`config.mk`:
```
export PLATFORM = sky130hd
export DESIGN_NAME = gcc_general_config
export DESIGN_NICKNAME = d
export VERILOG_FILES = /design/src/include/gcc_pkg.sv /design/src/rtl/gcc_clock_divider.sv /design/src/rtl/gcc_general_config.sv
export SDC_FILE = /design/constraint.sdc
export NUM_CORES = 1
export LEC_CHECK = 0
export ABC_AREA = 1
export BUFFER_PORTS_ARGS = -buffer_cell sky130_fd_sc_hd__buf_2
export CORE_MARGIN = 2
export CORE_UTILIZATION = 35
export DETAILED_ROUTE_END_ITERATION = 10
export HOLD_SLACK_MARGIN = 0.06
export SLEW_MARGIN = 30
export SYNTH_ARGS = -nofsm -noshare
export SYNTH_HDL_FRONTEND = slang
export SYNTH_SLANG_ARGS = --single-unit
```
`constraint.sdc`:
```
create_clock -name clk -period 2 [get_ports clk]
set_input_delay 0.1 -clock clk [delete_from_list [all_inputs] [get_ports clk]]
set_output_delay 0.1 -clock clk [all_outputs]
set_load 0.05 [all_outputs]
```
`src/include/gcc_pkg.sv`:
```
// Purpose: Shared constants for the general configuration and clock output block
// Assumes: APB byte address is four times the register index
// Notes:   Field positions are bit numbers inside 8-bit registers
package gcc_pkg;

  // ----------------------------------------------------------------
  // Register indices and bus geometry
  // ----------------------------------------------------------------
  localparam int unsigned ADDR_WIDTH    = 16;
  localparam int unsigned REG_WIDTH     = 8;
  localparam logic [13:0] IDX_GEN_CFG   = 14'h2002;
  localparam logic [13:0] IDX_DIV_HIGH  = 14'h2003;
  localparam logic [13:0] IDX_DIV_LOW   = 14'h2004;
  localparam logic [13:0] IDX_AUDIO_CFG = 14'h2005;

  // ----------------------------------------------------------------
  // Reset values
  // ----------------------------------------------------------------
  localparam logic [7:0] RST_GEN_CFG   = 8'hb0;
  localparam logic [7:0] RST_DIV_HIGH  = 8'h00;
  localparam logic [7:0] RST_DIV_LOW   = 8'h00;
  localparam logic [7:0] RST_AUDIO_CFG = 8'h00;

  // ----------------------------------------------------------------
  // General configuration fields
  // ----------------------------------------------------------------
  localparam int unsigned POS_POWER_UP    = 7;
  localparam int unsigned POS_RATE_SEL    = 6;
  localparam int unsigned POS_CLKOUT_EN   = 5;
  localparam int unsigned POS_CLKOUT_SRC  = 4;
  localparam int unsigned POS_BUS_OD_SEL  = 3;
  localparam int unsigned POS_DIV_TOP_MSB = 2;
  localparam int unsigned DIV_WIDTH       = 19;

  // ----------------------------------------------------------------
  // Serial audio signal fields
  // ----------------------------------------------------------------
  localparam int unsigned POS_AUDIO_OD_SEL = 7;

  // ----------------------------------------------------------------
  // Bus clock edge counting
  // ----------------------------------------------------------------
  typedef enum logic [1:0] {
    GCC_EDGE_IDLE  = 2'b00,
    GCC_EDGE_FIRST = 2'b01
  } gcc_edge_t;

endpackage

```
`src/rtl/gcc_clock_divider.sv`:
```
// Purpose: Divides the running DSP clock by a programmable factor
// Assumes: run is low while the DSP clock is stopped
// Notes:   Output toggles every factor+1 cycles; restart clears the phase
`timescale 1ns/1ps
module gcc_clock_divider #(
  parameter int unsigned WIDTH = 19
) (
  // Clock and reset
  input  wire logic             clk,
  input  wire logic             rst,
  // Control
  input  wire logic             run,
  input  wire logic             restart,
  input  wire logic [WIDTH-1:0] factor,
  // Divided clock level
  output logic                  divClk
);

  initial begin
    if (WIDTH < 1 || WIDTH > 31) begin
      $error("gcc_clock_divider: WIDTH out of range");
    end
  end

  logic [WIDTH-1:0] count;

  // Cleared to its initial state on restart or reset; frozen at its current count while run is low
  always_ff @(posedge clk) begin
    if (rst || restart) begin
      count  <= '0;
      divClk <= 1'b0;
    end else if (run) begin
      if (count >= factor) begin
        count  <= '0;
        divClk <= ~divClk;
      end else begin
        count <= count + 1'b1;
      end
    end
  end

endmodule

```
`src/rtl/gcc_general_config.sv`:
```
// Purpose: General configuration, DSP clock power control and clock output pin
// Assumes: 10 MHz clk; pad inputs pass two flops; APB slave with no wait states
// Notes:   fixedClock768 is a level from on-chip logic clocked by clk
//
// The APB slave port is this design's own decision.
`timescale 1ns/1ps

// How it works
// Clearing power-up stops the DSP clock; a DSP interrupt restarts it.
// Power-up bit resets to one, DSP clock running.
// Rate select zero: bus data clock is twice the bit rate.
// Rate select one: bus data clock equals the bit rate.
// Clock output enable resets set; cleared, pin floats and divider idles.
// Power-up and clock enable both zero: every output pin floats.
// Source zero: DSP clock feeds the clock output divider.
// Source one, the reset value: fixed 7.68 MHz clock on the output.
// Bus open-drain bit resets zero (open drain); one gives push-pull.
// Divisor is three high config bits plus sixteen baud register bits.
// Audio open-drain bit resets zero, audio lines push-pull.
// Output is DSP clock divided by 2*(divisor+1), restarted on rewrite.
module gcc_general_config #(
  parameter int unsigned DIV_BITS = gcc_pkg::DIV_WIDTH
) (
  // Clock and reset
  input  wire logic                            clk,
  input  wire logic                            rst,
  // APB slave
  input  wire logic                            psel,
  input  wire logic                            penable,
  input  wire logic                            pwrite,
  input  wire logic [gcc_pkg::ADDR_WIDTH-1:0]  paddr,
  input  wire logic [31:0]                     pwdata,
  input  wire logic [3:0]                      pstrb,
  output logic      [31:0]                     prdata,
  output logic                                 pready,
  output logic                                 pslverr,
  // DSP clock control
  input  wire logic                            dspInterrupt,
  output logic                                 dspClockRun,
  // Bus data clock
  input  wire logic                            busDataClockInput,
  output logic                                 busBitStrobe,
  // Clock output
  input  wire logic                            fixedClock768,
  output logic                                 clockOutputPin,
  output logic                                 clockOutputPinOe_n,
  // Bus data lines, core side and pad side
  input  wire logic                            downstreamDataOut,
  input  wire logic                            downstreamDriveReq,
  input  wire logic                            upstreamDataOut,
  input  wire logic                            upstreamDriveReq,
  output logic                                 downstreamDataLine,
  output logic                                 downstreamDataLineOe_n,
  output logic                                 upstreamDataLine,
  output logic                                 upstreamDataLineOe_n,
  // Audio lines, core side and pad side
  input  wire logic                            audioReceiveOut,
  input  wire logic                            audioReceiveDriveReq,
  input  wire logic                            audioTransmitOut,
  input  wire logic                            audioTransmitDriveReq,
  output logic                                 audioReceiveLine,
  output logic                                 audioReceiveLineOe_n,
  output logic                                 audioTransmitLine,
  output logic                                 audioTransmitLineOe_n,
  // Status
  output logic                                 globalHighZ
);

  initial begin
    if (DIV_BITS != gcc_pkg::DIV_WIDTH) begin
      $error("gcc_general_config: divisor width is fixed by the register layout");
    end
  end

  // ----------------------------------------------------------------
  // Registers
  // ----------------------------------------------------------------
  logic [7:0] generalConfiguration;
  logic [7:0] clockOutDividerHigh;
  logic [7:0] clockOutDividerLow;
  logic [7:0] serialAudioSignalConfig;

  logic powerUpBit;
  logic busClockRateSelect;
  logic clockOutputEnable;
  logic clockOutputSource;
  logic busOpenDrainSelect;
  logic audioOpenDrainSelect;
  logic [DIV_BITS-1:0] clockOutputDivisor;

  assign powerUpBit           = generalConfiguration[gcc_pkg::POS_POWER_UP];
  assign busClockRateSelect   = generalConfiguration[gcc_pkg::POS_RATE_SEL];
  assign clockOutputEnable    = generalConfiguration[gcc_pkg::POS_CLKOUT_EN];
  assign clockOutputSource    = generalConfiguration[gcc_pkg::POS_CLKOUT_SRC];
  assign busOpenDrainSelect   = generalConfiguration[gcc_pkg::POS_BUS_OD_SEL];
  assign audioOpenDrainSelect = serialAudioSignalConfig[gcc_pkg::POS_AUDIO_OD_SEL];
  assign clockOutputDivisor   = {generalConfiguration[gcc_pkg::POS_DIV_TOP_MSB:0],
                                 clockOutDividerHigh, clockOutDividerLow};

  // ----------------------------------------------------------------
  // Pad input synchronisers
  // ----------------------------------------------------------------
  logic [1:0] intSync;
  logic [1:0] dclSync;

  always_ff @(posedge clk) begin
    if (rst) begin
      intSync <= 2'b00;
      dclSync <= 2'b00;
    end else begin
      intSync <= {intSync[0], dspInterrupt};
      dclSync <= {dclSync[0], busDataClockInput};
    end
  end

  // ----------------------------------------------------------------
  // APB decode
  // ----------------------------------------------------------------
  logic [13:0] regIndex;
  logic        hitGen;
  logic        hitHigh;
  logic        hitLow;
  logic        hitAudio;
  logic        mapped;
  logic        setupPhase;
  logic        writeNow;
  logic        errFlag;

  assign regIndex   = paddr[gcc_pkg::ADDR_WIDTH-1:2];
  assign hitGen     = (regIndex == gcc_pkg::IDX_GEN_CFG);
  assign hitHigh    = (regIndex == gcc_pkg::IDX_DIV_HIGH);
  assign hitLow     = (regIndex == gcc_pkg::IDX_DIV_LOW);
  assign hitAudio   = (regIndex == gcc_pkg::IDX_AUDIO_CFG);
  assign mapped     = hitGen | hitHigh | hitLow | hitAudio;
  assign setupPhase = psel & ~penable;
  assign writeNow   = psel & penable & pwrite & mapped & pstrb[0];
  assign pready     = 1'b1;
  assign pslverr    = psel & penable & errFlag;

  // Read data and error are captured in setup so they come from flops
  always_ff @(posedge clk) begin
    if (rst) begin
      prdata  <= 32'h0000_0000;
      errFlag <= 1'b0;
    end else if (setupPhase) begin
      errFlag <= ~mapped;
      if (pwrite || !mapped) begin
        prdata <= 32'h0000_0000;
      end else if (hitGen) begin
        prdata <= {24'h00_0000, generalConfiguration};
      end else if (hitHigh) begin
        prdata <= {24'h00_0000, clockOutDividerHigh};
      end else if (hitLow) begin
        prdata <= {24'h00_0000, clockOutDividerLow};
      end else begin
        prdata <= {24'h00_0000, serialAudioSignalConfig};
      end
    end
  end

  // ----------------------------------------------------------------
  // General configuration and DSP clock control
  // ----------------------------------------------------------------
  // An interrupt in the same cycle as a power-down write wins
  always_ff @(posedge clk) begin
    if (rst) begin
      generalConfiguration <= gcc_pkg::RST_GEN_CFG;
    end else begin
      if (writeNow && hitGen) begin
        generalConfiguration <= pwdata[7:0];
      end
      if (intSync[1]) begin
        generalConfiguration[gcc_pkg::POS_POWER_UP] <= 1'b1;
      end
    end
  end

  assign dspClockRun = powerUpBit;

  always_ff @(posedge clk) begin
    if (rst) begin
      clockOutDividerHigh     <= gcc_pkg::RST_DIV_HIGH;
      clockOutDividerLow      <= gcc_pkg::RST_DIV_LOW;
      serialAudioSignalConfig <= gcc_pkg::RST_AUDIO_CFG;
    end else if (writeNow) begin
      if (hitHigh) begin
        clockOutDividerHigh <= pwdata[7:0];
      end
      if (hitLow) begin
        clockOutDividerLow <= pwdata[7:0];
      end
      if (hitAudio) begin
        serialAudioSignalConfig <= pwdata[7:0];
      end
    end
  end

  // ----------------------------------------------------------------
  // Bus data clock to bit rate
  // ----------------------------------------------------------------
  logic              dclLast;
  logic              dclRise;
  gcc_pkg::gcc_edge_t edgePhase;

  assign dclRise = dclSync[1] & ~dclLast;

  always_ff @(posedge clk) begin
    if (rst) begin
      dclLast      <= 1'b0;
      edgePhase    <= gcc_pkg::GCC_EDGE_IDLE;
      busBitStrobe <= 1'b0;
    end else begin
      dclLast      <= dclSync[1];
      busBitStrobe <= 1'b0;
      if (dclRise) begin
        if (busClockRateSelect) begin
          busBitStrobe <= 1'b1;
          edgePhase    <= gcc_pkg::GCC_EDGE_IDLE;
        end else begin
          case (edgePhase)
            gcc_pkg::GCC_EDGE_IDLE: begin
              edgePhase <= gcc_pkg::GCC_EDGE_FIRST;
            end
            gcc_pkg::GCC_EDGE_FIRST: begin
              edgePhase    <= gcc_pkg::GCC_EDGE_IDLE;
              busBitStrobe <= 1'b1;
            end
            default: begin
              edgePhase <= gcc_pkg::GCC_EDGE_IDLE;
            end
          endcase
        end
      end
    end
  end

  // ----------------------------------------------------------------
  // Clock output generation
  // ----------------------------------------------------------------
  logic divRestart;
  logic divRun;
  logic divClk;

  // A rewritten factor takes effect from a clean phase
  assign divRestart = ~clockOutputEnable
                    | (writeNow & (hitGen | hitHigh | hitLow));
  assign divRun     = dspClockRun & ~clockOutputSource;

  gcc_clock_divider #(
    .WIDTH (DIV_BITS)
  ) u_divider (
    .clk     (clk),
    .rst     (rst),
    .run     (divRun),
    .restart (divRestart),
    .factor  (clockOutputDivisor),
    .divClk  (divClk)
  );

  assign globalHighZ = ~powerUpBit & ~clockOutputEnable;

  // ----------------------------------------------------------------
  // Pad drivers
  // ----------------------------------------------------------------
  // Open drain drives only the low level; a high floats to the pull-up
  always_ff @(posedge clk) begin
    if (rst) begin
      clockOutputPin         <= 1'b0;
      clockOutputPinOe_n     <= 1'b1;
      downstreamDataLine     <= 1'b0;
      downstreamDataLineOe_n <= 1'b1;
      upstreamDataLine       <= 1'b0;
      upstreamDataLineOe_n   <= 1'b1;
      audioReceiveLine       <= 1'b0;
      audioReceiveLineOe_n   <= 1'b1;
      audioTransmitLine      <= 1'b0;
      audioTransmitLineOe_n  <= 1'b1;
    end else begin
      clockOutputPin     <= clockOutputSource ? fixedClock768 : divClk;
      clockOutputPinOe_n <= ~clockOutputEnable | globalHighZ;

      downstreamDataLine     <= busOpenDrainSelect & downstreamDataOut;
      downstreamDataLineOe_n <= globalHighZ | ~downstreamDriveReq
                              | (~busOpenDrainSelect & downstreamDataOut);
      upstreamDataLine       <= busOpenDrainSelect & upstreamDataOut;
      upstreamDataLineOe_n   <= globalHighZ | ~upstreamDriveReq
                              | (~busOpenDrainSelect & upstreamDataOut);

      audioReceiveLine       <= ~audioOpenDrainSelect & audioReceiveOut;
      audioReceiveLineOe_n   <= globalHighZ | ~audioReceiveDriveReq
                              | (audioOpenDrainSelect & audioReceiveOut);
      audioTransmitLine      <= ~audioOpenDrainSelect & audioTransmitOut;
      audioTransmitLineOe_n  <= globalHighZ | ~audioTransmitDriveReq
                              | (audioOpenDrainSelect & audioTransmitOut);
    end
  end

endmodule

```
Word-level counts from Yosys, hierarchy flattened

Index checks and enable logic that the tools add are counted.

Output and inout bits: 47
Flip-flop bits (word level): 103
Bits of input ports: 68

$add $sub $neg: 1
Reductions and logical operators: 11
Mux-type cells: 10
Eq/ne operators: 5
Bitwise logic cells: 45
Order comparisons: 1

Operators with widths:

| cell                                                             | count |
|---|---|
| 14-bit == test (second input constant)                           | 4 |
| 8-bit two-way mux                                                | 4 |
| 19-bit by 1-bit adder with 19-bit output (second input constant) | 1 |
| 19-bit greater-or-equal comparator                               | 1 |
| 19-bit two-way mux                                               | 1 |
| 1-bit bitwise AND                                                | 18 |
| 1-bit inverter                                                   | 14 |
| 1-bit bitwise OR                                                 | 13 |
| 2-bit AND reduction                                              | 4 |
| 1-bit two-way mux                                                | 5 |
| 2-bit OR reduction                                               | 2 |
| 2-bit by 1-bit == test with 1-bit output (second input constant) | 1 |
| 2-bit zero test                                                  | 1 |
| 1-bit logical OR                                                 | 2 |
| 1-bit logical AND                                                | 1 |
| 1-bit zero test                                                  | 1 |

Longest topological paths before layout

Depth after elaboration: 9
Mapped depth: 14

Hierarchy

Synthesis repeated with hierarchy kept, for this count alone.

Cell total of the unflattened synthesis: 619
Area, all modules: 4515.6 um^2

Modules (own cells, without submodules):

| module             | cells an instance | times used | sequential area each (um^2) | area an instance (um^2) |
|---|---|---|---|---|
| gcc_general_config | 402               | 1          | 1161.1                      | 2920.3 |
| gcc_clock_divider  | 217               | 1          | 400.4                       | 1595.3 |

Worst setup path after synthesis

Ideal clock, no wire load.

Kind: reg-to-reg
Start: register generalConfiguration[7]
End: register u_divider.count[18]
Cell stages (with the launch flop): 8
Arrival time: 1636 ps
Path slack: 248 ps
Setup time: 116 ps
Path buffers: 0
Period minus slack after synthesis: 1752 ps
Path through: dfxtp_1 nand2_1 inv_1 nand3_1 nor2_1 nand3_1 xor2_1 nor2_1

Longest elaborated chain between the ends: 1

Ends and longest elaborated chain:

| what                     | RTL line                  | source |
|---|---|---|
| start: declaration       | gcc_general_config.sv:78  | `logic [7:0] generalConfiguration;` |
| start signal: assignment | gcc_general_config.sv:167 | `generalConfiguration <= gcc_pkg::RST_GEN_CFG;` |
| start signal: assignment | gcc_general_config.sv:170 | `generalConfiguration <= pwdata[7:0];` |
| 1-bit bitwise AND        | gcc_general_config.sv:247 | `assign divRun = dspClockRun & ~clockOutputSource;` |
| end signal: assignment   | gcc_clock_divider.sv:37   | `count <= count + 1'b1;` |
| end: declaration         | gcc_clock_divider.sv:25   | `logic [WIDTH-1:0] count;` |

Every way passes these cells.
A chain may end at the register's enable or synchronous reset.

Worst setup path in the final report

Start: register clockOutDividerHigh[4]
End: register u_divider.divClk

Longest elaborated chain between the ends: 2

Ends and longest elaborated chain:

| what                                 | RTL line                  | source |
|---|---|---|
| start: declaration                   | gcc_general_config.sv:79  | `logic [7:0] clockOutDividerHigh;` |
| start signal: assignment             | gcc_general_config.sv:182 | `clockOutDividerHigh <= gcc_pkg::RST_DIV_HIGH;` |
| start signal: assignment             | gcc_general_config.sv:187 | `clockOutDividerHigh <= pwdata[7:0];` |
| 19-bit greater-or-equal comparator   | gcc_clock_divider.sv:33   | `if (count >= factor) begin` |
| 2-bit AND reduction (no source line) | n/a                       |  |
| end signal: assignment               | gcc_clock_divider.sv:35   | `divClk <= ~divClk;` |
| end: declaration                     | gcc_clock_divider.sv:16   | `output logic divClk` |

Every way passes these cells.

==> impl_metrics.yaml <==
yosys:
  synth_common_cells: "nand2_1 (118), nor2_1 (113), inv_1 (92), dfxtp_1 (78), nand3_1 (42)"
  yosysWarnings: 0
  synth_edf_count: 0
  yosysMostFrequentCell: "nand2_1"
  ys_seq_area_frac: 0.3676
  synthCells: 618
  async_flop_share: 0
  synth_area_per_cell_um2: 6.874
  ys_ff_latch: 78
  syn_area_mm2: 0.004248
  synth_area_leaders: "dfxtp_1 (37%), nand2_1 (10%), nor2_1 (10%), inv_1 (8.1%), ha_1 (5.9%)"
  synth_top_area_share: 0.3676
  synth_largest_area_cell: "dfxtp_1"
  synth_cell_types: 34
  ys.flop_type: "dfxtp_1"
floorplan:
  initial_core_util: 0.3566
  die_y_um: 114.2
  die-area_mm2: 0.01303
  fp.dieW_um: 114.2
  core_mm2: 0.01191
  row_count: 40
  ios: 115
global_route:
  grt_pass1_vias: 3598
  grt_usage: 0.1659
  grt_max_degree: 32
  antenna_found_initial: 0
  grt_pass1_wl_mm: 16.91
  gr-total-overflow: 0
worst_hold_path:
  hold_start: "pwdata[1]"
  hp-class: "primary input to flip-flop"
cts:
  cts_sinks: 78
  clock_path_buffers: 2
  numCtsBuffers: 9
  root_buffer: "clkbuf_16"
  h-tree-depth: 3
  cts_tree: "yes"
  path_clk_slew_ns: 0.06
  clk_latency_ns: 0.34
critical_path:
  crit_required_ns: 2.24
  start_kind: "flip-flop"
  cp-end-kind: "flip-flop"
  path_max_fanout: 7
  crit_arrival_ns: 2.07
  crit_type: "flip-flop to flip-flop"
  r2r-start: "clockOutDividerHigh[4]"
  critPathLaunch: "clockOutDividerHigh[4]"
sta:
  period_needed_ns: 1.828
  tightest_slew_ns: 0.6061
  fmax_mhz: 547.1
  relSlewSlack: 0.5937
  fin_setup_tns_ns: 0
  setup_violations: 0
  fin_skew_ns: 0.006630
  holdWs_ns: 0.06793
  fin_crit_sh: 0.9139
  maxSlewViolCount: 0
  rsz0062_at_grt: "no"
  hold_viol: 0
final_layout:
  area_delta_synth_final_pct: 20.21
  antenna_cells: 0
  nNetsFinal: 786
  fill_cells: 1230
  ff_latch_area_mm2: 0.001563
  final_util: 0.4287
  layout-drive-gt1-share: 0.1508
  multi_input_area_mm2: 0.002163
detailed_routing:
  drc_errors: 0
  vias_per_cell: 4.594
  wl_mm: 10.50
  routedWlPerCell_um: 12.35
  first_pass_iters: 5
  vias: 3905
  ant_nets: 0
  first_iter_violations: 207
power_and_ir_drop:
  p_int_mw: 2.632
  vdd_ir_drop_max_uv: 363.0
  p_leak_nw: 2.464
  power_frac_comb: 0.088
  pwr-share-seq: 0.437
  power_density_mw_per_mm2: 703.8
  p_switching_mw: 0.9616
  p_total_mw: 3.594
  sw_frac_of_total: 0.2676
  clock_power_share: 0.475
place:
  hpwl_mm: 7.696
  io_buffers: 60
  gp_congestion: 0.8830
flow_run:
  cap_violations: 0
run_status:
  status: "finished clean"
-- sequential cells by signal, summed over array words and instances, names as in the netlist, 2 cells and up --
name / cells
clockOutDividerLow: 8
generalConfiguration: 8
dclSync: 2
intSync: 2
prdata: 8
u_divider.count: 19
serialAudioSignalConfig: 8
clockOutDividerHigh: 8
-- metrics by stage --
| step | worst slack, ns | cell area, um2 | std cells |
|---|---|---|---|
| finish | 0.1722 | 5106 | 850 |
| global route | 0.01702 | 5106 | 850 |
| global placement | 0.1161 | 4619 | 817 |
| detailed placement | 0.05282 | 4619 | 817 |
| CTS | 0.03664 | 5095 | 850 |
| floorplan | 0.2482 | 4334 | 641 |
-- power by group through the flow --
stage	clock (mW)	sequential, mW	combinational (mW)
detailed placement	0	1.61	0.288
global placement	0	1.61	0.284
floorplan	0	1.64	0.212
global route	1.81	1.57	0.337
CTS	1.74	1.57	0.313
finish	1.71	1.57	0.316
-- cells in the final DEF, fill, tap and decap left out, types with 2 or more instances in the layout --
cell type and count:
nor2_4 3, dlygate4sd3_1 17, nand3_2 4, nand2_4 2, nor2_2 6, a21oi_1 31, nand4_1 8, o21ai_0 23
buf_2 60, inv_6 3, buf_4 9, inv_2 2, o211ai_1 3, dfxtp_1 77, nand3_1 42, xnor2_1 3
xor2_1 10, ha_1 20, clkbuf_16 9, conb_1 25, and3_1 2, nor3_1 5, nor2_1 112, nand2_1 117
a211oi_1 5, inv_1 92
-- metal layers --
| layer | wire (um) | up-vias | GRT usage |
|---|---|---|---|
| met5 | 0 | - | 0 |
| met4 | 195 | 0 | 0.04715 |
| met3 | 567 | 19 | 0.04606 |
| met2 | 4966 | 103 | 0.2845 |
| met1 | 4768 | 1743 | 0.2038 |
| li1 | - | 2040 | - |
-- worst paths after layout --
path	to	slack [ns]	cells after the start
worst max-delay path	u_divider.divClk	0.17	13
worst min register to register	intSync[1]	0.41	2
worst max register to register	u_divider.divClk	0.17	13
worst min-delay path	clockOutDividerHigh[1]	0.07	3
-- area by class of cell --
cell class / count / share of cell area
Multi-Input combinational cell: 429 / 0.4237
Sequential cell: 78 / 0.3061
Timing Repair Buffer: 86 / 0.1054
Inverter: 94 / 0.06910
Clock buffer: 9 / 0.04411
Tap cell: 147 / 0.03602
Clock inverter: 7 / 0.01568
-- repair_timing --
action                                  in CTS  in global routing
hold endpoints to repair                    13                  0
endpoints found under the setup margin       0                 13
hold buffers                                17                  0
buffers inserted                             0                  0
gates resized for setup                      0                  4
-- cells by family after synthesis --
logic type      synth area share
simple gates              0.3099
xor+xnor                 0.02680
other cells             0.001768
compound gates           0.08925
fa+ha+maj                0.05891
flops                     0.3676
buf+inv                   0.1458
-- worst max-delay path, stage by stage, from the launching register on --
cell,delay [ns]
dfxtp_1,0.34
inv_1,0.07
ha_1,0.30
nand2_1,0.06
inv_1,0.04
o21ai_0,0.17
a21oi_1,0.10
nor2_1,0.15
nand2_1,0.06
nand2_1,0.11
buf_4,0.17
nand2_1,0.06
nand2_1,0.05
nor2_1,0.03
Power figures use the tool's default switching activity.
